$ cat src/iep_map.vh
`ifndef IEP_MAP_VH
`define IEP_MAP_VH

// Register indices (printed special-function addresses); byte address = index * 4
`define IEP_IDX_PRIO1      8'hF6
`define IEP_IDX_EN2        8'hE7
`define IEP_IDX_PRIO2      8'hF7
`define IEP_IDX_STATUS     8'h40
`define IEP_IDX_MASK       8'h41
`define IEP_IDX_REQ        8'h42
`define IEP_IDX_ACTIVE     8'h43
`define IEP_ADDR_W         10

// Field positions in ext_irq_priority_1
`define IEP_P1_CMP0        5
`define IEP_P1_CNT         4
`define IEP_P1_CONV_DONE   3
`define IEP_P1_CONV_WIN    2
`define IEP_P1_RTC         1
`define IEP_P1_TWOWIRE     0

// Field positions in the second enable / priority pair
`define IEP_X2_PORT_MATCH  1
`define IEP_X2_REGULATOR   0
`define IEP_X2_MASK        8'h03

// Reset values
`define IEP_RST_REG8       8'h00
`define IEP_RST_EV         3'h0
`define IEP_RST_X2         2'h0

// Source numbering on the request vector
`define IEP_NSRC           8
`define IEP_SRC_TWOWIRE    0
`define IEP_SRC_RTC        1
`define IEP_SRC_CONV_WIN   2
`define IEP_SRC_CONV_DONE  3
`define IEP_SRC_CNT        4
`define IEP_SRC_CMP0       5
`define IEP_SRC_REGULATOR  6
`define IEP_SRC_PORT_MATCH 7

// Status / mask event bits
`define IEP_EV_HI_TAKEN    0
`define IEP_EV_LO_TAKEN    1
`define IEP_EV_PREEMPT     2
`define IEP_NEV            3

// AXI responses
`define IEP_RESP_OKAY      2'h0
`define IEP_RESP_SLVERR    2'h2

`endif

$ cat src/iep_ctrl.v
`timescale 1ns/1ps
`default_nettype none
`include "iep_map.vh"

module iep_ctrl
(
	// Clock and reset
	input  wire                   sys_clk,
	input  wire                   rst,
	// AXI4-Lite write address
	input  wire [`IEP_ADDR_W-1:0] s_axi_awaddr,
	input  wire                   s_axi_awvalid,
	output wire                   s_axi_awready,
	// AXI4-Lite write data
	input  wire [31:0]            s_axi_wdata,
	input  wire [3:0]             s_axi_wstrb,
	input  wire                   s_axi_wvalid,
	output wire                   s_axi_wready,
	// AXI4-Lite write response
	output reg  [1:0]             s_axi_bresp,
	output reg                    s_axi_bvalid,
	input  wire                   s_axi_bready,
	// AXI4-Lite read address
	input  wire [`IEP_ADDR_W-1:0] s_axi_araddr,
	input  wire                   s_axi_arvalid,
	output wire                   s_axi_arready,
	// AXI4-Lite read data
	output reg  [31:0]            s_axi_rdata,
	output reg  [1:0]             s_axi_rresp,
	output reg                    s_axi_rvalid,
	input  wire                   s_axi_rready,
	// Peripheral requests, same clock; masks for the first six live elsewhere
	input  wire [`IEP_NSRC-1:0]   src_req,
	// Core handshake, same clock
	input  wire                   core_ack,
	input  wire                   core_reti,
	// Toward the core
	output reg                    core_irq,
	output reg  [2:0]             core_irq_src,
	output reg                    core_irq_high,
	output reg  [`IEP_NSRC-1:0]   src_high,
	// Event interrupt
	output wire                   irq
);
	reg  [7:0]             ext_irq_priority_1;
	reg  [1:0]             ext_irq_enable_2;
	reg  [1:0]             ext_irq_priority_2;
	reg  [`IEP_NEV-1:0]    ev_status;
	reg  [`IEP_NEV-1:0]    ev_mask;
	reg                    svc_lo;
	reg                    svc_hi;

	reg  [`IEP_ADDR_W-1:0] aw_addr;
	reg                    aw_held;
	reg  [31:0]            w_data;
	reg  [3:0]             w_strb;
	reg                    w_held;

	wire [`IEP_NSRC-1:0]   level_map;
	wire [`IEP_NSRC-1:0]   live_req;
	wire [`IEP_NSRC-1:0]   hi_req;
	wire [`IEP_NSRC-1:0]   lo_req;
	wire                   hi_hit;
	wire                   lo_hit;
	wire [2:0]             hi_idx;
	wire [2:0]             lo_idx;
	reg                    next_irq;
	reg  [2:0]             next_src;
	reg                    next_high;
	reg  [`IEP_NEV-1:0]    ev_set;

	wire [7:0]             w_idx;
	wire [7:0]             r_idx;
	wire                   do_write;
	wire                   do_read;
	wire                   w_ok;
	reg  [31:0]            rd_word;
	reg                    rd_ok;

	// Per-source level from the priority bits
	assign level_map[`IEP_SRC_TWOWIRE]    = ext_irq_priority_1[`IEP_P1_TWOWIRE];
	assign level_map[`IEP_SRC_RTC]        = ext_irq_priority_1[`IEP_P1_RTC];
	assign level_map[`IEP_SRC_CONV_WIN]   = ext_irq_priority_1[`IEP_P1_CONV_WIN];
	assign level_map[`IEP_SRC_CONV_DONE]  = ext_irq_priority_1[`IEP_P1_CONV_DONE];
	assign level_map[`IEP_SRC_CNT]        = ext_irq_priority_1[`IEP_P1_CNT];
	assign level_map[`IEP_SRC_CMP0]       = ext_irq_priority_1[`IEP_P1_CMP0];
	assign level_map[`IEP_SRC_REGULATOR]  = ext_irq_priority_2[`IEP_X2_REGULATOR];
	assign level_map[`IEP_SRC_PORT_MATCH] = ext_irq_priority_2[`IEP_X2_PORT_MATCH];

	// Only the two sources whose masks live here are gated
	assign live_req[`IEP_SRC_CMP0:`IEP_SRC_TWOWIRE] = src_req[`IEP_SRC_CMP0:`IEP_SRC_TWOWIRE];
	assign live_req[`IEP_SRC_REGULATOR]  = src_req[`IEP_SRC_REGULATOR]
		& ext_irq_enable_2[`IEP_X2_REGULATOR];
	assign live_req[`IEP_SRC_PORT_MATCH] = src_req[`IEP_SRC_PORT_MATCH]
		& ext_irq_enable_2[`IEP_X2_PORT_MATCH];

	assign hi_req = live_req & level_map;
	assign lo_req = live_req & ~level_map;

	iep_pick u_pick_hi
	(
		.req (hi_req),
		.hit (hi_hit),
		.idx (hi_idx)
	);

	iep_pick u_pick_lo
	(
		.req (lo_req),
		.hit (lo_hit),
		.idx (lo_idx)
	);

	// High may interrupt low service; nothing interrupts high service
	always @*
	begin
		next_irq  = 1'b0;
		next_src  = 3'h0;
		next_high = 1'b0;
		if (!svc_hi && hi_hit)
		begin
			next_irq  = 1'b1;
			next_src  = hi_idx;
			next_high = 1'b1;
		end
		else if (!svc_hi && !svc_lo && lo_hit)
		begin
			next_irq = 1'b1;
			next_src = lo_idx;
		end
	end

	always @(posedge sys_clk)
	begin
		if (rst)
		begin
			core_irq      <= 1'b0;
			core_irq_src  <= 3'h0;
			core_irq_high <= 1'b0;
			src_high      <= `IEP_RST_REG8;
		end
		else
		begin
			core_irq      <= next_irq & ~core_ack;
			core_irq_src  <= next_src;
			core_irq_high <= next_high;
			src_high      <= level_map;
		end
	end

	// Service nesting: ack enters the offered level, return leaves the top one
	always @(posedge sys_clk)
	begin
		if (rst)
		begin
			svc_lo <= 1'b0;
			svc_hi <= 1'b0;
		end
		else if (core_ack && core_irq)
		begin
			if (core_irq_high)
				svc_hi <= 1'b1;
			else
				svc_lo <= 1'b1;
		end
		else if (core_reti)
		begin
			if (svc_hi)
				svc_hi <= 1'b0;
			else
				svc_lo <= 1'b0;
		end
	end

	always @*
	begin
		ev_set = `IEP_RST_EV;
		ev_set[`IEP_EV_HI_TAKEN] = core_ack & core_irq & core_irq_high;
		ev_set[`IEP_EV_LO_TAKEN] = core_ack & core_irq & ~core_irq_high;
		ev_set[`IEP_EV_PREEMPT]  = core_ack & core_irq & core_irq_high & svc_lo;
	end

	// AXI4-Lite slave: each write channel held until both address and data are in
	assign s_axi_awready = ~aw_held & ~s_axi_bvalid;
	assign s_axi_wready  = ~w_held & ~s_axi_bvalid;
	assign s_axi_arready = ~s_axi_rvalid;
	assign do_write = aw_held & w_held & ~s_axi_bvalid;
	assign do_read  = s_axi_arvalid & ~s_axi_rvalid;
	assign w_idx    = aw_addr[`IEP_ADDR_W-1:2];
	assign r_idx    = s_axi_araddr[`IEP_ADDR_W-1:2];
	assign w_ok     = (aw_addr[1:0] == 2'h0) &&
		((w_idx == `IEP_IDX_PRIO1) || (w_idx == `IEP_IDX_EN2) ||
		(w_idx == `IEP_IDX_PRIO2) || (w_idx == `IEP_IDX_MASK));

	always @(posedge sys_clk)
	begin
		if (rst)
		begin
			aw_held <= 1'b0;
			w_held  <= 1'b0;
			aw_addr <= {`IEP_ADDR_W{1'b0}};
			w_data  <= 32'h0000_0000;
			w_strb  <= 4'h0;
		end
		else
		begin
			if (s_axi_awvalid && s_axi_awready)
			begin
				aw_held <= 1'b1;
				aw_addr <= s_axi_awaddr;
			end
			else if (do_write)
				aw_held <= 1'b0;
			if (s_axi_wvalid && s_axi_wready)
			begin
				w_held <= 1'b1;
				w_data <= s_axi_wdata;
				w_strb <= s_axi_wstrb;
			end
			else if (do_write)
				w_held <= 1'b0;
		end
	end

	// Register writes; upper bits of the second pair are not stored
	always @(posedge sys_clk)
	begin
		if (rst)
		begin
			ext_irq_priority_1 <= `IEP_RST_REG8;
			ext_irq_enable_2   <= `IEP_RST_X2;
			ext_irq_priority_2 <= `IEP_RST_X2;
			ev_mask            <= `IEP_RST_EV;
		end
		else if (do_write && w_ok && w_strb[0])
		begin
			case (w_idx)
				`IEP_IDX_PRIO1: ext_irq_priority_1 <= w_data[7:0];
				`IEP_IDX_EN2:   ext_irq_enable_2   <= w_data[1:0];
				`IEP_IDX_PRIO2: ext_irq_priority_2 <= w_data[1:0];
				`IEP_IDX_MASK:  ev_mask            <= w_data[`IEP_NEV-1:0];
				default:        ev_mask            <= ev_mask;
			endcase
		end
	end

	always @(posedge sys_clk)
	begin
		if (rst)
		begin
			s_axi_bvalid <= 1'b0;
			s_axi_bresp  <= `IEP_RESP_OKAY;
		end
		else if (do_write)
		begin
			s_axi_bvalid <= 1'b1;
			s_axi_bresp  <= w_ok ? `IEP_RESP_OKAY : `IEP_RESP_SLVERR;
		end
		else if (s_axi_bready)
			s_axi_bvalid <= 1'b0;
	end

	always @*
	begin
		rd_word = 32'h0000_0000;
		rd_ok   = (s_axi_araddr[1:0] == 2'h0);
		case (r_idx)
			`IEP_IDX_PRIO1:  rd_word[7:0] = ext_irq_priority_1;
			`IEP_IDX_EN2:    rd_word[1:0] = ext_irq_enable_2;
			`IEP_IDX_PRIO2:  rd_word[1:0] = ext_irq_priority_2;
			`IEP_IDX_STATUS: rd_word[`IEP_NEV-1:0] = ev_status;
			`IEP_IDX_MASK:   rd_word[`IEP_NEV-1:0] = ev_mask;
			`IEP_IDX_REQ:    rd_word[`IEP_NSRC-1:0] = live_req;
			`IEP_IDX_ACTIVE: rd_word[1:0] = {svc_hi, svc_lo};
			default:         rd_ok = 1'b0;
		endcase
	end

	always @(posedge sys_clk)
	begin
		if (rst)
		begin
			s_axi_rvalid <= 1'b0;
			s_axi_rdata  <= 32'h0000_0000;
			s_axi_rresp  <= `IEP_RESP_OKAY;
		end
		else if (do_read)
		begin
			s_axi_rvalid <= 1'b1;
			s_axi_rdata  <= rd_ok ? rd_word : 32'h0000_0000;
			s_axi_rresp  <= rd_ok ? `IEP_RESP_OKAY : `IEP_RESP_SLVERR;
		end
		else if (s_axi_rready)
			s_axi_rvalid <= 1'b0;
	end

	// Read clears status; a same-cycle event still lands
	always @(posedge sys_clk)
	begin
		if (rst)
			ev_status <= `IEP_RST_EV;
		else if (do_read && rd_ok && r_idx == `IEP_IDX_STATUS)
			ev_status <= ev_set;
		else
			ev_status <= ev_status | ev_set;
	end

	assign irq = |(ev_status & ev_mask);
endmodule
`default_nettype wire

$ cat src/iep_pick.v
`timescale 1ns/1ps
`default_nettype none
`include "iep_map.vh"

// Lowest-numbered set bit wins; fixed order within one level
module iep_pick
(
	// Candidate vector
	input  wire [`IEP_NSRC-1:0] req,
	// Result
	output reg                  hit,
	output reg  [2:0]           idx
);
	integer i;

	always @*
	begin
		hit = 1'b0;
		idx = 3'h0;
		for (i = `IEP_NSRC - 1; i >= 0; i = i - 1)
		begin
			if (req[i])
			begin
				hit = 1'b1;
				idx = i[2:0];
			end
		end
	end
endmodule
`default_nettype wire

$ cat config.mk
export PLATFORM = sky130hd
export DESIGN_NAME = iep_ctrl
export DESIGN_NICKNAME = d
export VERILOG_FILES = /design/src/iep_ctrl.v /design/src/iep_pick.v
export VERILOG_INCLUDE_DIRS = /design/src
export SDC_FILE = /design/constraint.sdc
export NUM_CORES = 1
export LEC_CHECK = 0
export ABC_AREA = 0
export BUFFER_PORTS_ARGS = -buffer_cell sky130_fd_sc_hd__buf_2
export CAP_MARGIN = 25
export CORE_MARGIN = 3
export CORE_UTILIZATION = 52
export CTS_BUF_LIST = sky130_fd_sc_hd__clkbuf_16
export CTS_CLUSTER_DIAMETER = 30
export DETAILED_ROUTE_END_ITERATION = 12
export GPL_ROUTABILITY_DRIVEN = 0
export GPL_TIMING_DRIVEN = 0
export HOLD_SLACK_MARGIN = 0.05
export PLACE_DENSITY = 0.82
export REMOVE_ABC_BUFFERS = 1
export SYNTH_ARGS = -nofsm -noshare
export SYNTH_HDL_FRONTEND = slang
export SYNTH_SLANG_ARGS = --single-unit
$ cat constraint.sdc
create_clock -name sys_clk -period 2.4 [get_ports sys_clk]
set_input_delay 0.48 -clock sys_clk [delete_from_list [all_inputs] [get_ports sys_clk]]
set_output_delay 0.48 -clock sys_clk [all_outputs]
set_load 0.005 [all_outputs]
==> results_dict.tcl <==
set metrics [dict create \
    synth_mux_area_frac 0.0743 \
    peakVddDrop_mv 0.519 \
    syn2layout_area_growth_pct 19.9 \
    dr.first_iter.drc_count 198 \
    timing.final.hold_violations 0 \
    postSynthAreaPerCell_um2 8.61 \
    grt_max_degree 64 \
    fin_nets 502 \
    hp-start "core_ack" \
    postRouteWirelength_um 6670 \
    grt_pass1_vias 2326 \
    place_area_um2 3380 \
    ys_async_sr_fraction 0 \
    core_area_um2 5610 \
    hpwl_um 4900 \
    fill_cells 471 \
    min_to "core_irq" \
    num_vias 2674 \
    htree_levels 3 \
    post_cts_resized 0 \
    min_path_cells 2 \
    dr.pass1.iters 5 \
    synth_top_cell_by_area "dfxtp_1" \
    design.die.area_um2 6850 \
    cts_tree "built" \
    arrival_ps 1920 \
    start_util 0.546 \
    cts_hold_buf 0 \
    tns_ps 0 \
    yosys.area.top_type_share 0.431 \
    die_x_um 82.8 \
    wl_per_cell_um 13.2 \
    synth.most_common_cell "dfxtp_1" \
    synth_top_family_by_area "simple AND/OR/NAND/NOR gates" \
    antenna_found_initial 0 \
    syn_area_um2 3060 \
    cts-buffers-inserted 9 \
    grt_pass1_wl_um 10400 \
    post_cts_buffers 0 \
    synth_xor_xnor_area_share 0 \
    run_status "completed" \
    multiInputGateArea_um2 1570 \
    synthSimpleGateAreaFrac 0.265 \
    overflow 0 \
    numPortBuffers 74 \
    design_area_um2 3670 \
    r2r_start "aw_addr[3]" \
    critPathMaxFanout 8 \
    clk_latency_ps 320 \
    min_path_type "in2reg" \
    tightest_slew_ps 508 \
    yosysUniqueCellTypes 51 \
    synth_commonest_cells "dfxtp_1, nand2_1, a21oi_1" \
    antenna_left 0 \
    report.final.slew_viol_count 0 \
    numClockSinks 66 \
    synth-seq-area-share 0.431 \
    synthTopCellsByArea "dfxtp_1, nand2_1, buf_4, a21oi_1, mux2i_1" \
    synth_compound_area_frac 0.143 \
    cap_violations 0 \
    synthFlopType "dfxtp_1" \
    drive_gt1_frac 0.231 \
    r2r_slack_ps 690 \
    min_period_ps 1710 \
    relSlewSlack 0.656 \
    powerDensity_nw_per_um2 700 \
    clock.fmax_mhz 583 \
    vias_per_cell 5.30 \
    cts_root_buf "clkbuf_16" \
    p_leak_nw 1.66 \
    required_ps 2610 \
    rr_endpoint "ext_irq_priority_1[4]" \
    r2r_cells 5 \
    start_kind "flip-flop" \
    startpoint "aw_addr[3]" \
    die_y_um 82.8 \
    clock_skew_ps 5.75 \
    drc_errors 0 \
    setup_viol 0 \
    ioPinCount 128 \
    path_clk_slew_ps 50 \
    diodes 0 \
    syn_inst 356 \
    clockBufferDepth 2 \
    yosysWarnings 0 \
    end_kind "flip-flop" \
    rsz0062_at_grt "false" \
    synth_edf_count 0 \
    yosys.area_share.adder 0 \
    track_usage 0.201 \
    utilization 0.655 \
    rows 27 \
    critical_path_class "reg2reg" \
    regArea_um2 1320 \
    synth_seq_cells 66 \
    fin_crit_sh 0.714 \
]
sequential cells by signal, summed over array words and instances, names as in the netlist, 2 cells and up:
name,cells
w_data,8
aw_addr,10
s_axi_rdata,8
ev_mask,3
core_irq_src,3
ext_irq_priority_1,8
ext_irq_enable_2,2
src_high,8
ev_status,3
ext_irq_priority_2,2
how the worst max path moves through the flow:
| stage | slack (ps) | endpoint | depth (start not counted) |
|---|---|---|---|
| global placement | 460 | s_axi_rdata[2] | 4 |
| detailed placement | 440 | s_axi_rdata[2] | 4 |
| finish | 690 | ext_irq_priority_1[4] | 5 |
| floorplan | 740 | ev_status[0] | 5 |
| global route | 500 | ext_irq_priority_1[4] | 5 |
| CTS | 610 | ext_irq_priority_1[4] | 5 |
cell usage in the layout (no fill, tap or decap), types with 2 or more instances in the layout:
| cell type | count |
|---|---|
| a21oi_1 | 35 |
| mux4_2 | 2 |
| nor4_1 | 3 |
| a22oi_1 | 10 |
| and4_1 | 3 |
| nor3b_1 | 2 |
| nand3b_1 | 2 |
| and2_1 | 2 |
| mux2i_1 | 16 |
| and3_1 | 2 |
| nand3_1 | 6 |
| a32oi_1 | 2 |
| clkbuf_16 | 9 |
| mux2_2 | 2 |
| conb_1 | 26 |
| nor2_1 | 30 |
| inv_1 | 8 |
| a222oi_1 | 2 |
| clkinv_2 | 2 |
| and3b_1 | 2 |
| dfxtp_1 | 66 |
| nand4_1 | 4 |
| nand2_1 | 60 |
| nand2b_1 | 6 |
| and2b_1 | 2 |
| o21ai_0 | 11 |
| buf_2 | 74 |
| nor2b_1 | 16 |
| nor3_1 | 3 |
cell families after synthesis:
| logic type | after synthesis |
|---|---|
| simple gates | 154 |
| compound gates | 71 |
| flops | 66 |
| buf+inv | 44 |
| mux | 20 |
| other cells | 1 |
cell type report:
cell class	instances	area share
inverter	6	0.00613
timing repair buffer	75	0.106
tap	72	0.0245
clock buffer	9	0.0613
multi-input combinational	271	0.428
sequential	66	0.360
clock inverter	6	0.0140
worst max-delay path: stages (launching register included):
cell and delay [ps]:
dfxtp_1 350, nand4_1 100, nor3b_1 440, nand4_2 390, mux2i_1 260, nor2_1 50
through the flow:
stage          setup WS (ps)  power (mW)  cells  hold WS (ps)
2_1_floorplan            742        1.28    343           426
3_3_place_gp             459        1.37    489           438
3_5_place_dp             443        1.38    489           440
4_1_cts                  614        2.59    504           369
5_1_grt                  497        2.66    505           389
6_report                 686        2.57    505           378
power breakdown:
group          switching [mW]  internal [mW]  leakage (nW)  total (mW)
clock                   0.427          0.781         0.145        1.21
combinational           0.120         0.0825         0.983       0.203
sequential             0.0273           1.13         0.536        1.16
total                   0.575           1.99          1.66        2.57
routing by layer:
metal,GRT usage,share of wire
met1,0.269,0.45
met2,0.304,0.46
met3,0.0336,0.072
met4,0.116,0.024
met5,0,0
No activity file was read; power rests on OpenSTA's default activity.
